File: config.mk
export PLATFORM = sky130hd
export DESIGN_NAME = dcmd_decoder
export DESIGN_NICKNAME = d
export VERILOG_FILES = /design/src/verilog/dcmd_pkg.sv /design/src/verilog/dcmd_decoder.sv /design/src/verilog/dcmd_route.sv /design/src/verilog/dcmd_axil.sv
export SDC_FILE = /design/constraint.sdc
export NUM_CORES = 1
export LEC_CHECK = 0
export ABC_AREA = 0
export BUFFER_PORTS_ARGS = -buffer_cell sky130_fd_sc_hd__buf_2
export CELL_PAD_IN_SITES_DETAIL_PLACEMENT = 0
export CELL_PAD_IN_SITES_GLOBAL_PLACEMENT = 1
export CORE_UTILIZATION = 32
export CTS_BUF_LIST = sky130_fd_sc_hd__clkbuf_8 sky130_fd_sc_hd__clkbuf_16
export DETAILED_ROUTE_END_ITERATION = 10
export PLACE_DENSITY = 0.77
export SLEW_MARGIN = 20
export SYNTH_ARGS = -nofsm -noshare
export SYNTH_HDL_FRONTEND = slang
export SYNTH_SLANG_ARGS = --single-unit
File: constraint.sdc
create_clock -name clk -period 2.1 [get_ports clk]
set_clock_uncertainty 0.05 [all_clocks]
set_input_delay 0.315 -clock clk [delete_from_list [all_inputs] [get_ports clk]]
set_output_delay 0.315 -clock clk [all_outputs]
set_load 0.03 [all_outputs]
File: src/verilog/dcmd_pkg.sv
// Constants and types shared by the memory map decoder
package dcmd_pkg;
   localparam logic [15:0] RESV_LAST = 16'h005F;
   localparam logic [15:0] LOCAL_LAST = 16'h7FFF;
   localparam logic [15:0] UPPER_FIRST = 16'h8000;
   localparam logic [15:0] SH0_LAST = 16'hDFFF;
   localparam logic [15:0] HOLE_FIRST = 16'hE000;
   localparam logic [15:0] ROM_FIRST = 16'hF800;
   localparam int BLOCK_LSB = 13;
   localparam logic [6:0] PAGE_LAST_INT = 7'h03;
   localparam logic [6:0] PAGE_LAST_EXT = 7'h07;
   localparam logic [1:0] PAGE_MASK = 2'h3;
   localparam int AXI_AW = 6;
   localparam logic [5:0] REG_CTRL = 6'h00;
   localparam logic [5:0] REG_STAT = 6'h04;
   localparam int CTRL_OVERLAY_ENABLE = 0;
   localparam int CTRL_DSRAM = 1;
   localparam int CTRL_MPMODE = 2;
   localparam int CTRL_BOOT_ROM_ENABLE = 7;
   localparam logic [31:0] CTRL_RESET = 32'h0000_0080;
   localparam logic [1:0] RESP_OKAY = 2'h0;
   localparam logic [1:0] RESP_DECERR = 2'h3;
   typedef enum {
      DCMD_SPACE_PROG, DCMD_SPACE_DATA, DCMD_SPACE_IO
   } dcmd_space_t;
   // One-hot target select
   typedef struct packed {
      logic dual;
      logic single;
      logic shared0;
      logic shared1;
      logic shared2;
      logic shared3;
      logic rom;
      logic resv;
      logic ext;
   } dcmd_sel_t;
endpackage

File: src/verilog/dcmd_decoder.sv
// Memory map decoder for one DSP subsystem core
// What this block does
// - Program 0060-7FFF of pages 0-3: dual RAM if overlay, else external.
// - Data 8000-FFFF: single RAM if data-RAM enable, else external.
// - Page 0 program 8000-DFFF: shared block 0, read and write.
// - Page 0 F800-FFFF selects boot ROM while enabled; enabled after reset.
// - Boot ROM disabled: E000 upward becomes shared RAM.
// - Shared blocks 0,1 owned by A; 2,3 owned by B; both reach all.
// - Local dual and single RAM reachable only from own core.
// - Non-MP mode: beyond on-chip memory, upper half of pages above 3 goes external.
// - Non-MP mode: pages 8-127 alias onto pages 4-7.
// - MP mode: upper half of pages 0-3 is external.
// - MP mode: pages 4-127 alias onto pages 0-3.
// - External access completes only while external enable is high.
// - I/O space is one 64K page, always external.
// - Blocks are 8K words; block index is address bits above 12.
// - External access while disabled: write dropped, read undefined.
`timescale 1ns/1ps
module dcmd_decoder import dcmd_pkg::*; (
   input wire logic clk,
   input wire logic rst,
   input wire logic ce,
   input wire logic [AXI_AW-1:0] awaddr,
   input wire logic awvalid,
   output logic awready,
   input wire logic [31:0] wdata,
   input wire logic [3:0] wstrb,
   input wire logic wvalid,
   output logic wready,
   output logic [1:0] bresp,
   output logic bvalid,
   input wire logic bready,
   input wire logic [AXI_AW-1:0] araddr,
   input wire logic arvalid,
   output logic arready,
   output logic [31:0] rdata,
   output logic [1:0] rresp,
   output logic rvalid,
   input wire logic rready,
   input wire logic externalInterfaceEnable,
   input wire logic subsystemB,
   input wire logic reqValid,
   input wire logic reqWrite,
   input wire logic [1:0] reqSpace,
   input wire logic [6:0] programPageExtension,
   input wire logic [15:0] reqAddr,
   output logic accValid,
   output logic accWrite,
   output logic [15:0] accAddr,
   output logic [1:0] accPage,
   output logic [2:0] accBlock,
   output dcmd_sel_t accSel,
   output logic accOwnedRemote,
   output logic accDropped
);
   logic [31:0] ctrlWord;
   logic [31:0] statusWord;
   dcmd_sel_t sel;
   logic [1:0] effPage;
   logic [2:0] block;
   logic isShared;
   logic remote;
   logic drop;
   typedef struct packed {
      logic xioMeta;
      logic xioSync;
      logic valid;
      logic write;
      logic [15:0] addr;
      logic [1:0] page;
      logic [2:0] block;
      dcmd_sel_t sel;
      logic remote;
      logic dropped;
      logic [7:0] dropCount;
   } dcmd_dec_t;
   dcmd_dec_t s_q, s_d;

   dcmd_axil u_regs (
      .clk(clk),
      .rst(rst),
      .ce(ce),
      .awaddr(awaddr),
      .awvalid(awvalid),
      .awready(awready),
      .wdata(wdata),
      .wstrb(wstrb),
      .wvalid(wvalid),
      .wready(wready),
      .bresp(bresp),
      .bvalid(bvalid),
      .bready(bready),
      .araddr(araddr),
      .arvalid(arvalid),
      .arready(arready),
      .rdata(rdata),
      .rresp(rresp),
      .rvalid(rvalid),
      .rready(rready),
      .statusWord(statusWord),
      .ctrlWord(ctrlWord)
   );

   // Mode bits come from software, page and address from the core
   dcmd_route u_route (
      .space(reqSpace),
      .page(programPageExtension),
      .addr(reqAddr),
      .overlayEnable(ctrlWord[CTRL_OVERLAY_ENABLE]),
      .dataSramEnable(ctrlWord[CTRL_DSRAM]),
      .bootRomEnable(ctrlWord[CTRL_BOOT_ROM_ENABLE]),
      .microprocessorMode(ctrlWord[CTRL_MPMODE]),
      .sel(sel),
      .effPage(effPage),
      .block(block)
   );

   always_comb begin
      // Shared block owner differs from requester
      isShared = sel.shared0 | sel.shared1 | sel.shared2 | sel.shared3;
      remote = isShared &
         (subsystemB ? (sel.shared0 | sel.shared1)
                     : (sel.shared2 | sel.shared3));
      // Sampled enable, so the pin is never read raw
      drop = sel.ext & !s_q.xioSync;
      s_d = s_q;
      s_d.xioMeta = externalInterfaceEnable;
      s_d.xioSync = s_q.xioMeta;
      s_d.valid = reqValid;
      s_d.write = reqValid & reqWrite & !drop & !sel.resv;
      s_d.addr = reqAddr;
      s_d.page = effPage;
      s_d.block = block;
      s_d.sel = reqValid ? sel : '0;
      s_d.remote = reqValid & remote;
      s_d.dropped = reqValid & drop;
      if (reqValid && drop && s_q.dropCount != 8'hFF) begin
         s_d.dropCount = s_q.dropCount + 8'h01;
      end
   end

   always_ff @(posedge clk or posedge rst) begin
      if (rst) begin
         s_q <= '0;
      end else if (ce) begin
         s_q <= s_d;
      end
   end

   // Status: synced enable, saturating count of refused external accesses
   assign statusWord = {16'h0000, s_q.dropCount, 7'h00, s_q.xioSync};
   assign accValid = s_q.valid;
   assign accWrite = s_q.write;
   assign accAddr = s_q.addr;
   assign accPage = s_q.page;
   assign accBlock = s_q.block;
   assign accSel = s_q.sel;
   assign accOwnedRemote = s_q.remote;
   assign accDropped = s_q.dropped;
endmodule

File: src/verilog/dcmd_route.sv
// Combinational address-to-target routing for one core access
`timescale 1ns/1ps
module dcmd_route import dcmd_pkg::*; (
   input wire logic [1:0] space,
   input wire logic [6:0] page,
   input wire logic [15:0] addr,
   input wire logic overlayEnable,
   input wire logic dataSramEnable,
   input wire logic bootRomEnable,
   input wire logic microprocessorMode,
   output dcmd_sel_t sel,
   output logic [1:0] effPage,
   output logic [2:0] block
);
   logic [6:0] aliasPage;
   always_comb begin
      sel = '0;
      aliasPage = page;
      // Block index inside an 8K-granular region
      block = addr[BLOCK_LSB+2:BLOCK_LSB];
      if (space == 2'(DCMD_SPACE_IO)) begin
         sel.ext = 1'b1;
      end else if (space == 2'(DCMD_SPACE_DATA)) begin
         if (addr < UPPER_FIRST) begin
            sel.dual = 1'b1;
         end else if (dataSramEnable) begin
            sel.single = 1'b1;
         end else begin
            sel.ext = 1'b1;
         end
      end else begin
         if (microprocessorMode) begin
            aliasPage = {5'h00, page[1:0] & PAGE_MASK};
         end else if (page > PAGE_LAST_EXT) begin
            aliasPage = {5'h01, page[1:0]};
         end
         if (addr <= RESV_LAST) begin
            sel.resv = 1'b1;
         end else if (addr <= LOCAL_LAST) begin
            if (overlayEnable) begin
               sel.dual = 1'b1;
            end else begin
               sel.ext = 1'b1;
            end
         end else if (microprocessorMode || aliasPage > PAGE_LAST_INT) begin
            sel.ext = 1'b1;
         end else begin
            case (aliasPage[1:0])
               2'h0: begin
                  if (addr <= SH0_LAST) begin
                     sel.shared0 = 1'b1;
                  end else if (!bootRomEnable) begin
                     sel.shared0 = 1'b1;
                  end else if (addr >= ROM_FIRST) begin
                     sel.rom = 1'b1;
                  end else begin
                     sel.resv = 1'b1;
                  end
               end
               2'h1: sel.shared1 = 1'b1;
               2'h2: sel.shared2 = 1'b1;
               2'h3: sel.shared3 = 1'b1;
               default: sel.ext = 1'b1;
            endcase
         end
      end
      effPage = aliasPage[1:0];
   end
endmodule

File: src/verilog/dcmd_axil.sv
// AXI4-Lite slave holding the decoder mode bits
`timescale 1ns/1ps
module dcmd_axil import dcmd_pkg::*; (
   input wire logic clk,
   input wire logic rst,
   input wire logic ce,
   input wire logic [AXI_AW-1:0] awaddr,
   input wire logic awvalid,
   output logic awready,
   input wire logic [31:0] wdata,
   input wire logic [3:0] wstrb,
   input wire logic wvalid,
   output logic wready,
   output logic [1:0] bresp,
   output logic bvalid,
   input wire logic bready,
   input wire logic [AXI_AW-1:0] araddr,
   input wire logic arvalid,
   output logic arready,
   output logic [31:0] rdata,
   output logic [1:0] rresp,
   output logic rvalid,
   input wire logic rready,
   input wire logic [31:0] statusWord,
   output logic [31:0] ctrlWord
);
   typedef struct packed {
      logic awHave;
      logic [AXI_AW-1:0] awAddr;
      logic wHave;
      logic [31:0] wData;
      logic [3:0] wStrb;
      logic bValid;
      logic [1:0] bResp;
      logic rValid;
      logic [31:0] rData;
      logic [1:0] rResp;
      logic [31:0] ctrl;
      logic awRdy;
      logic wRdy;
      logic arRdy;
   } dcmd_axil_t;
   dcmd_axil_t s_q, s_d;
   always_comb begin
      s_d = s_q;
      if (awvalid && !s_q.awHave) begin
         s_d.awHave = 1'b1;
         s_d.awAddr = awaddr;
      end
      if (wvalid && !s_q.wHave) begin
         s_d.wHave = 1'b1;
         s_d.wData = wdata;
         s_d.wStrb = wstrb;
      end
      if (s_q.bValid && bready) begin
         s_d.bValid = 1'b0;
      end
      if (s_q.awHave && s_q.wHave && !s_q.bValid) begin
         s_d.awHave = 1'b0;
         s_d.wHave = 1'b0;
         s_d.bValid = 1'b1;
         s_d.bResp = RESP_OKAY;
         if (s_q.awAddr[AXI_AW-1:2] == REG_CTRL[AXI_AW-1:2]) begin
            for (int i = 0; i < 4; i++) begin
               if (s_q.wStrb[i]) begin
                  s_d.ctrl[i*8 +: 8] = s_q.wData[i*8 +: 8];
               end
            end
         end else if (s_q.awAddr[AXI_AW-1:2] != REG_STAT[AXI_AW-1:2]) begin
            s_d.bResp = RESP_DECERR;
         end
      end
      if (s_q.rValid && rready) begin
         s_d.rValid = 1'b0;
      end
      if (arvalid && !s_q.rValid) begin
         s_d.rValid = 1'b1;
         s_d.rResp = RESP_OKAY;
         if (araddr[AXI_AW-1:2] == REG_CTRL[AXI_AW-1:2]) begin
            s_d.rData = s_q.ctrl;
         end else if (araddr[AXI_AW-1:2] == REG_STAT[AXI_AW-1:2]) begin
            s_d.rData = statusWord;
         end else begin
            s_d.rData = 32'h0000_0000;
            s_d.rResp = RESP_DECERR;
         end
      end
      // Only mode bits exist; the rest stay zero
      s_d.ctrl = s_d.ctrl & 32'h0000_0087;
      // Ready kept in its own flop so no gate sits behind the port
      s_d.awRdy = !s_d.awHave;
      s_d.wRdy = !s_d.wHave;
      s_d.arRdy = !s_d.rValid;
   end
   always_ff @(posedge clk or posedge rst) begin
      if (rst) begin
         s_q <= '0;
         s_q.ctrl <= CTRL_RESET;
         s_q.awRdy <= 1'b1;
         s_q.wRdy <= 1'b1;
         s_q.arRdy <= 1'b1;
      end else if (ce) begin
         s_q <= s_d;
      end
   end
   assign awready = s_q.awRdy;
   assign wready = s_q.wRdy;
   assign bvalid = s_q.bValid;
   assign bresp = s_q.bResp;
   assign arready = s_q.arRdy;
   assign rvalid = s_q.rValid;
   assign rdata = s_q.rData;
   assign rresp = s_q.rResp;
   assign ctrlWord = s_q.ctrl;
endmodule

==> results_dict.tcl, run 1 <==
set metrics [dict create \
    dp_cells 519 \
    synth_top_family_by_area "buffers and inverters" \
    holdCritPathClass "in -> async" \
    worst-path-max-fanout 7 \
    seqCellArea_um2 1880 \
    grtUsageMet2_pct 19.9 \
    max_cap_violations 0 \
    grt_pass1_vias 2272 \
    ys_types 47 \
    fmax_ghz 0.516 \
    path_clk_slew_ps 70 \
    core_um2 11000 \
    dieArea_um2 11900 \
    rsz0062_at_grt "false" \
    placementRows 38 \
    synthAdderAreaFrac_pct 0.342 \
    overflow 0 \
    synth_area_leaders "dfrtp_1 49%, buf_4 14%, mux2_2 10%, dfstp_2 2.9%, a22o_1 2.6%" \
    drive_gt1_share_pct 43.3 \
    cts_tree "done" \
    ys_warn_count 0 \
    final_antenna_net_count 0 \
    crit_arrival_ps 2100 \
    setup_viol 0 \
    busiest_layer "met2" \
    cp_cell_sequence "nor4_4 > nand3_2 > a41oi_4 > nor2b_2 > mux2_4" \
    min_period_ps 1940 \
    total_leakage_power_nw 2.10 \
    clkSinkCount 75 \
    synthSimpleGateAreaFrac_pct 10.6 \
    synth_seq_cells 75 \
    final_nets 476 \
    synth_edf_count 0 \
    clock_latency_ps 330 \
    synthMuxAreaShare_pct 11.1 \
    hpwl_um 5410 \
    post_cts_resize_count 0 \
    syn-cell-area_um2 3650 \
    synth_top_area_share_pct 48.6 \
    via_count 2403 \
    power_density_nw_per_um2 1020 \
    required_ps 2270 \
    cts_buffers 9 \
    finalWirelength_um 7250 \
    end_kind "register" \
    synthCells 323 \
    area_delta_synth_final_pct 16.0 \
    clockRootBuffer "clkbuf_16" \
    max_stage_delay_ps 410 \
    synth_largest_area_cell "dfrtp_1" \
    wl_per_cell_um 13.5 \
    synth_compound_area_share_pct 8.59 \
    initial_utilization_pct 33.3 \
    finalPower_mw 4.31 \
    drtIter0Drc 52 \
    synthFlopType "dfrtp_1" \
    grt_use_total_pct 12.8 \
    synth-seq-area-share_pct 51.5 \
    grt_use_met1_pct 16.6 \
    ctsHoldBuffers 0 \
    io_pins 160 \
    portBuffers 104 \
    peakVddDrop_mv 0.408 \
    cp-start-kind "register" \
    post_cts_buffers 0 \
    stdcell_count 535 \
    cp_slowest_cell "dfrtp_1" \
    grt_max_degree 76 \
    status "finished clean" \
    syn_area_per_cell_um2 11.3 \
    drt_pre_antenna_iters 4 \
    fillers 1108 \
    synth-xor-area-share_pct 1.68 \
    drc 0 \
    htree_levels 3 \
    drv_slew 0 \
    fin_crit_sh_pct 92.2 \
    die_w_um 109 \
    antenna_found_initial 0 \
    hold_violations 0 \
    tns_ps 0 \
    criticalPathCategory "reg -> reg" \
    grt_pass1_wl_um 11400 \
    whs_ps 35.2 \
    async_flop_share_pct 100 \
    multi_input_area_um2 1260 \
    die_y_um 109 \
    cts_buffer_depth 2 \
    diodes 0 \
    viasPerCell 4.49 \
    use_met3_pct 3.41 \
    routabilityCongestion 0.698 \
]
==> cell usage after synthesis, types with 2 or more instances <==
master and n:
nor3_1 4, nand2_1 19, a21oi_1 8, nor2b_1 2, nand3b_1 4, nand3_1 4
xor2_1 7, nor2_1 12, dfstp_2 4, clkbuf_1 5, nand2b_1 4, buf_4 66
mux2i_1 2, mux2_2 33, o22ai_1 5, and3_1 3, a22o_1 11, a31oi_1 2
inv_1 16, nand4_1 3, dfrtp_1 71, o21ai_0 13
==> stage by stage <==
step / util [%] / instance area [um^2] / setup slack [ps]
after floorplan: - / 3730 / 315
after global placement: 36.1 / 3960 / 145
after detailed placement: 36.1 / 3960 / 132
after CTS: 38.6 / 4240 / 119
after global routing: 38.6 / 4240 / 39.6
final: 38.6 / 4240 / 163
==> report_power, final <==
part	internal, mW	leakage, nW	switching, mW	total [mW]
Combinational	0.393	1.04	0.552	0.945
Clock	0.805	0.130	0.617	1.42
Sequential	1.74	0.937	0.200	1.94
==> metal layers <==
metal  share of wire, %  vias to the layer above
met3                5.8                       11
met1                 46                     1164
li1                   -                     1157
met5                  0                        -
met2                 47                       71
met4                1.3                        0
==> registers in the layout, indices dropped and copies added, names as in the netlist <==
register	cells
accPage	2
u_regs.rvalid	1
u_regs.bvalid	1
u_regs.awready	1
u_regs.wready	1
u_regs.arready	1
u_regs.s_q	11
s_d	1
accSel	9
u_regs.bresp	1
u_regs.ctrlWord	4
accWrite	1
accDropped	1
s_q	9
accAddr	16
u_regs.rdata	12
accValid	1
accOwnedRemote	1
u_regs.rresp	1
==> area by class of cell <==
type	instances	area share (%)
clock buffers	9	5.31
clock inverters	7	1.24
repair buffers	111	13.8
flip-flops and latches	75	44.4
multi-input cells	177	29.6
inverters	16	1.50
well taps	140	4.13
==> worst max-delay path: cells and delay by family (launching register included) <==
family,cells,cell delay (ps)
AOI/OAI and AO/OA,1,370
muxes,1,300
DFF,1,410
and+or+nand+nor,3,690
==> logic make-up (layout without fill, tap and decap cells) <==
logic type	after synthesis	count (layout)
muxes	36	36
other	1	20
DFF	75	75
and+or+nand+nor	68	68
adders and majority gates	1	1
AOI/OAI and AO/OA	45	45
buffers and inverters	90	143
xor gates and xnor gates	7	7
==> cell usage in the layout (no fill, tap or decap), types with 2 or more instances in the layout <==
master	Yosys	final
buf_2	1	104
dfrtp_1	71	71
mux2_2	33	33
conb_1	1	20
nand2_1	19	19
inv_1	16	16
o21ai_0	13	13
nor2_1	12	12
a22o_1	11	11
clkbuf_16	0	9
a21oi_1	8	8
xor2_1	7	7
buf_4	66	6
o22ai_1	5	5
nand3b_1	4	4
nor3_1	4	4
nand3_1	4	4
nand2b_1	4	4
clkinvlp_4	0	4
dfstp_2	4	4
and3_1	3	3
nand4_1	3	3
nor2b_1	2	2
a31oi_1	2	2
mux2i_1	2	2
inv_6	0	2
==> path summary, 6_finish.rpt <==
kind                                     from                to  slack [ps]  depth (start not counted)
min                                       rst  u_regs.rdata[11]          40                          3
max reg2reg                u_regs.ctrlWord[2]            s_q[1]         160                          5
min in group clk                    awaddr[3]   u_regs.s_q[113]         160                          2
min reg2reg                   u_regs.rdata[0]   u_regs.rdata[0]         430                          2
max                        u_regs.ctrlWord[2]            s_q[1]         160                          5
max in group asynchronous                 rst    u_regs.awready        1610                          3
No activity file was read; power rests on OpenSTA's default activity.
==> inputs of run 2 (changes only) <==
--- a/config.mk
+++ b/config.mk
@@ -9,6 +9,7 @@
 export BUFFER_PORTS_ARGS = -buffer_cell sky130_fd_sc_hd__buf_2
 export CELL_PAD_IN_SITES_DETAIL_PLACEMENT = 0
 export CELL_PAD_IN_SITES_GLOBAL_PLACEMENT = 1
+export CORE_MARGIN = 8
 export CORE_UTILIZATION = 32
 export CTS_BUF_LIST = sky130_fd_sc_hd__clkbuf_8 sky130_fd_sc_hd__clkbuf_16
 export DETAILED_ROUTE_END_ITERATION = 10
==> run 2 against run 1 <==
  * Register-to-register slack got worse by 30 ps
  * Cell count rose by 0.93%
  * Largest cell class unchanged
  * Critical path depth did not move
  * Critical endpoint unchanged
  * Via count rose by 2.8%
==> results_dict.tcl, run 2 (same netlist as run 1, synthesis figures left out) <==
set metrics [dict create \
    drt_pre_antenna_iters 4 \
    slew_headroom_pct 54.4 \
    hold_violations 0 \
    final_common_cell "buf_2" \
    cp_num_cells 5 \
    portBuffers 104 \
    initial_utilization_pct 32.4 \
    path_clk_slew_ps 60 \
    wl_per_cell_um 15.6 \
    cts_buffer_depth 2 \
    multi_input_area_um2 1260 \
    crit_start "s_q[0]" \
    grt_max_degree 27 \
    htree_levels 3 \
    status "finished clean" \
    io_pins 160 \
    holdCritPathClass "in -> async" \
    die_y_um 123 \
    finalWirelength_um 8410 \
    total_leakage_power_nw 2.12 \
    viasPerCell 4.57 \
    fin_crit_sh_pct 93.8 \
    grt_use_total_pct 11.5 \
    via_count 2470 \
    min_period_ps 1970 \
    peakVddDrop_mv 0.475 \
    cts_tree "done" \
    criticalPathCategory "reg -> reg" \
    clock_latency_ps 330 \
    tightest_slew_ps 683 \
    crit_end "s_q[1]" \
    seqCellArea_um2 1880 \
    clkSinkCount 75 \
    core_um2 11300 \
    drv_slew 0 \
    overflow 0 \
    placementRows 39 \
    hpwl_um 6640 \
    cp_top_family "simple AND/OR/NAND/NOR gates" \
    cts_buffers 9 \
    tns_ps 0 \
    crit_arrival_ps 2140 \
    post_cts_resize_count 0 \
    worst-path-max-fanout 5 \
    drive_gt1_share_pct 43.4 \
    routabilityCongestion 0.786 \
    fmax_ghz 0.508 \
    grt_pass1_vias 2665 \
    r2r_cells 5 \
    end_kind "register" \
    die_w_um 123 \
    dieArea_um2 15100 \
    drtIter0Drc 91 \
    required_ps 2270 \
    area_delta_synth_final_pct 16.6 \
    ctsHoldBuffers 0 \
    largest_reg_flops 16 \
    clockRootBuffer "clkbuf_16" \
    cp_cell_sequence "ha_1 > and3_1 > a31oi_1 > nor2b_2 > mux2_4" \
    cp-start-kind "register" \
    rsz0062_at_grt "false" \
    final_antenna_net_count 0 \
    fillers 1137 \
    setup_viol 0 \
    path_buf_inv 0 \
    cp_slowest_cell "dfrtp_1" \
    final_cell_mix "104 x buf_2, 71 x dfrtp_1, 33 x mux2_2, 20 x conb_1, 19 x nand2_1" \
    power_density_nw_per_um2 1020 \
    final_nets 477 \
    antenna_found_initial 2 \
    grt_pass1_wl_um 13400 \
    r2r-start "s_q[0]" \
    max_cap_violations 0 \
    post_cts_buffers 0 \
    r2r_slack_ps 130 \
    max_stage_delay_ps 420 \
    drc 0 \
    rr_endpoint "s_q[1]" \
    whs_ps 37.0 \
]
run 2: cell types whose count changed in the layout (fill, tap and decap cells not counted):
cell / previous run / this run
diode_2: 0 / 1
clkinvlp_4: 4 / 3
inv_6: 2 / 0
clkinv_2: 0 / 3
clkinv_4: 1 / 0
buf_12: 1 / 2
clkbuf_8: 0 / 1
run 2: worst min path at each step:
stage | start | to | slack [ps] | cells after the start
floorplan | programPageExtension[0] | accSel[4] | 350 | 1
global placement | rst | accOwnedRemote | 400 | 2
detailed placement | rst | accOwnedRemote | 400 | 2
CTS | rst | accOwnedRemote | 50 | 2
global route | rst | accOwnedRemote | 70 | 2
finish | rst | accOwnedRemote | 40 | 2
run 2: power breakdown:
part / switching [mW] / total, mW / internal, mW
sequential: 0.219 / 1.96 / 1.74
combinational: 0.569 / 0.967 / 0.398
clock: 0.588 / 1.41 / 0.821
total: 1.38 / 4.34 / 2.96
run 2: metrics by stage:
stage                     instances  power (mW)  utilization [%]  worst slack (ps)  area (um^2)
after floorplan                 342        2.74                -               315         3730
after global placement          523        2.93             35.4               150         3990
after detailed placement        523        2.97             35.4              93.9         3990
after CTS                       539        4.40             37.8               139         4260
after global routing            540        4.59             37.8              52.4         4260
final                           540        4.34             37.8               130         4260
run 2: area by class of cell:
type	count	area share, %
diodes	1	0.0587
clock buffers	10	5.61
clock inverters	6	0.793
inverters	16	1.50
multi-input cells	177	29.5
flip-flops and latches	75	44.2
well taps	143	4.20
repair buffers	112	14.2
run 2: metal layers:
metal  vias to the layer above  part of all wire, %  GRT usage [%]
met5                         -                 0.14              0
met4                         2                  1.7           5.64
met3                        12                  8.4           4.51
met2                        78                   48           17.6
met1                      1221                   42           13.8
li1                       1157                    -              -
run 2: worst register-to-register path, stage by stage, from the launching register on:
cell,delay [ps]
dfrtp_1,420
ha_1,230
and3_1,190
a31oi_1,380
nor2b_2,280
mux2_4,310
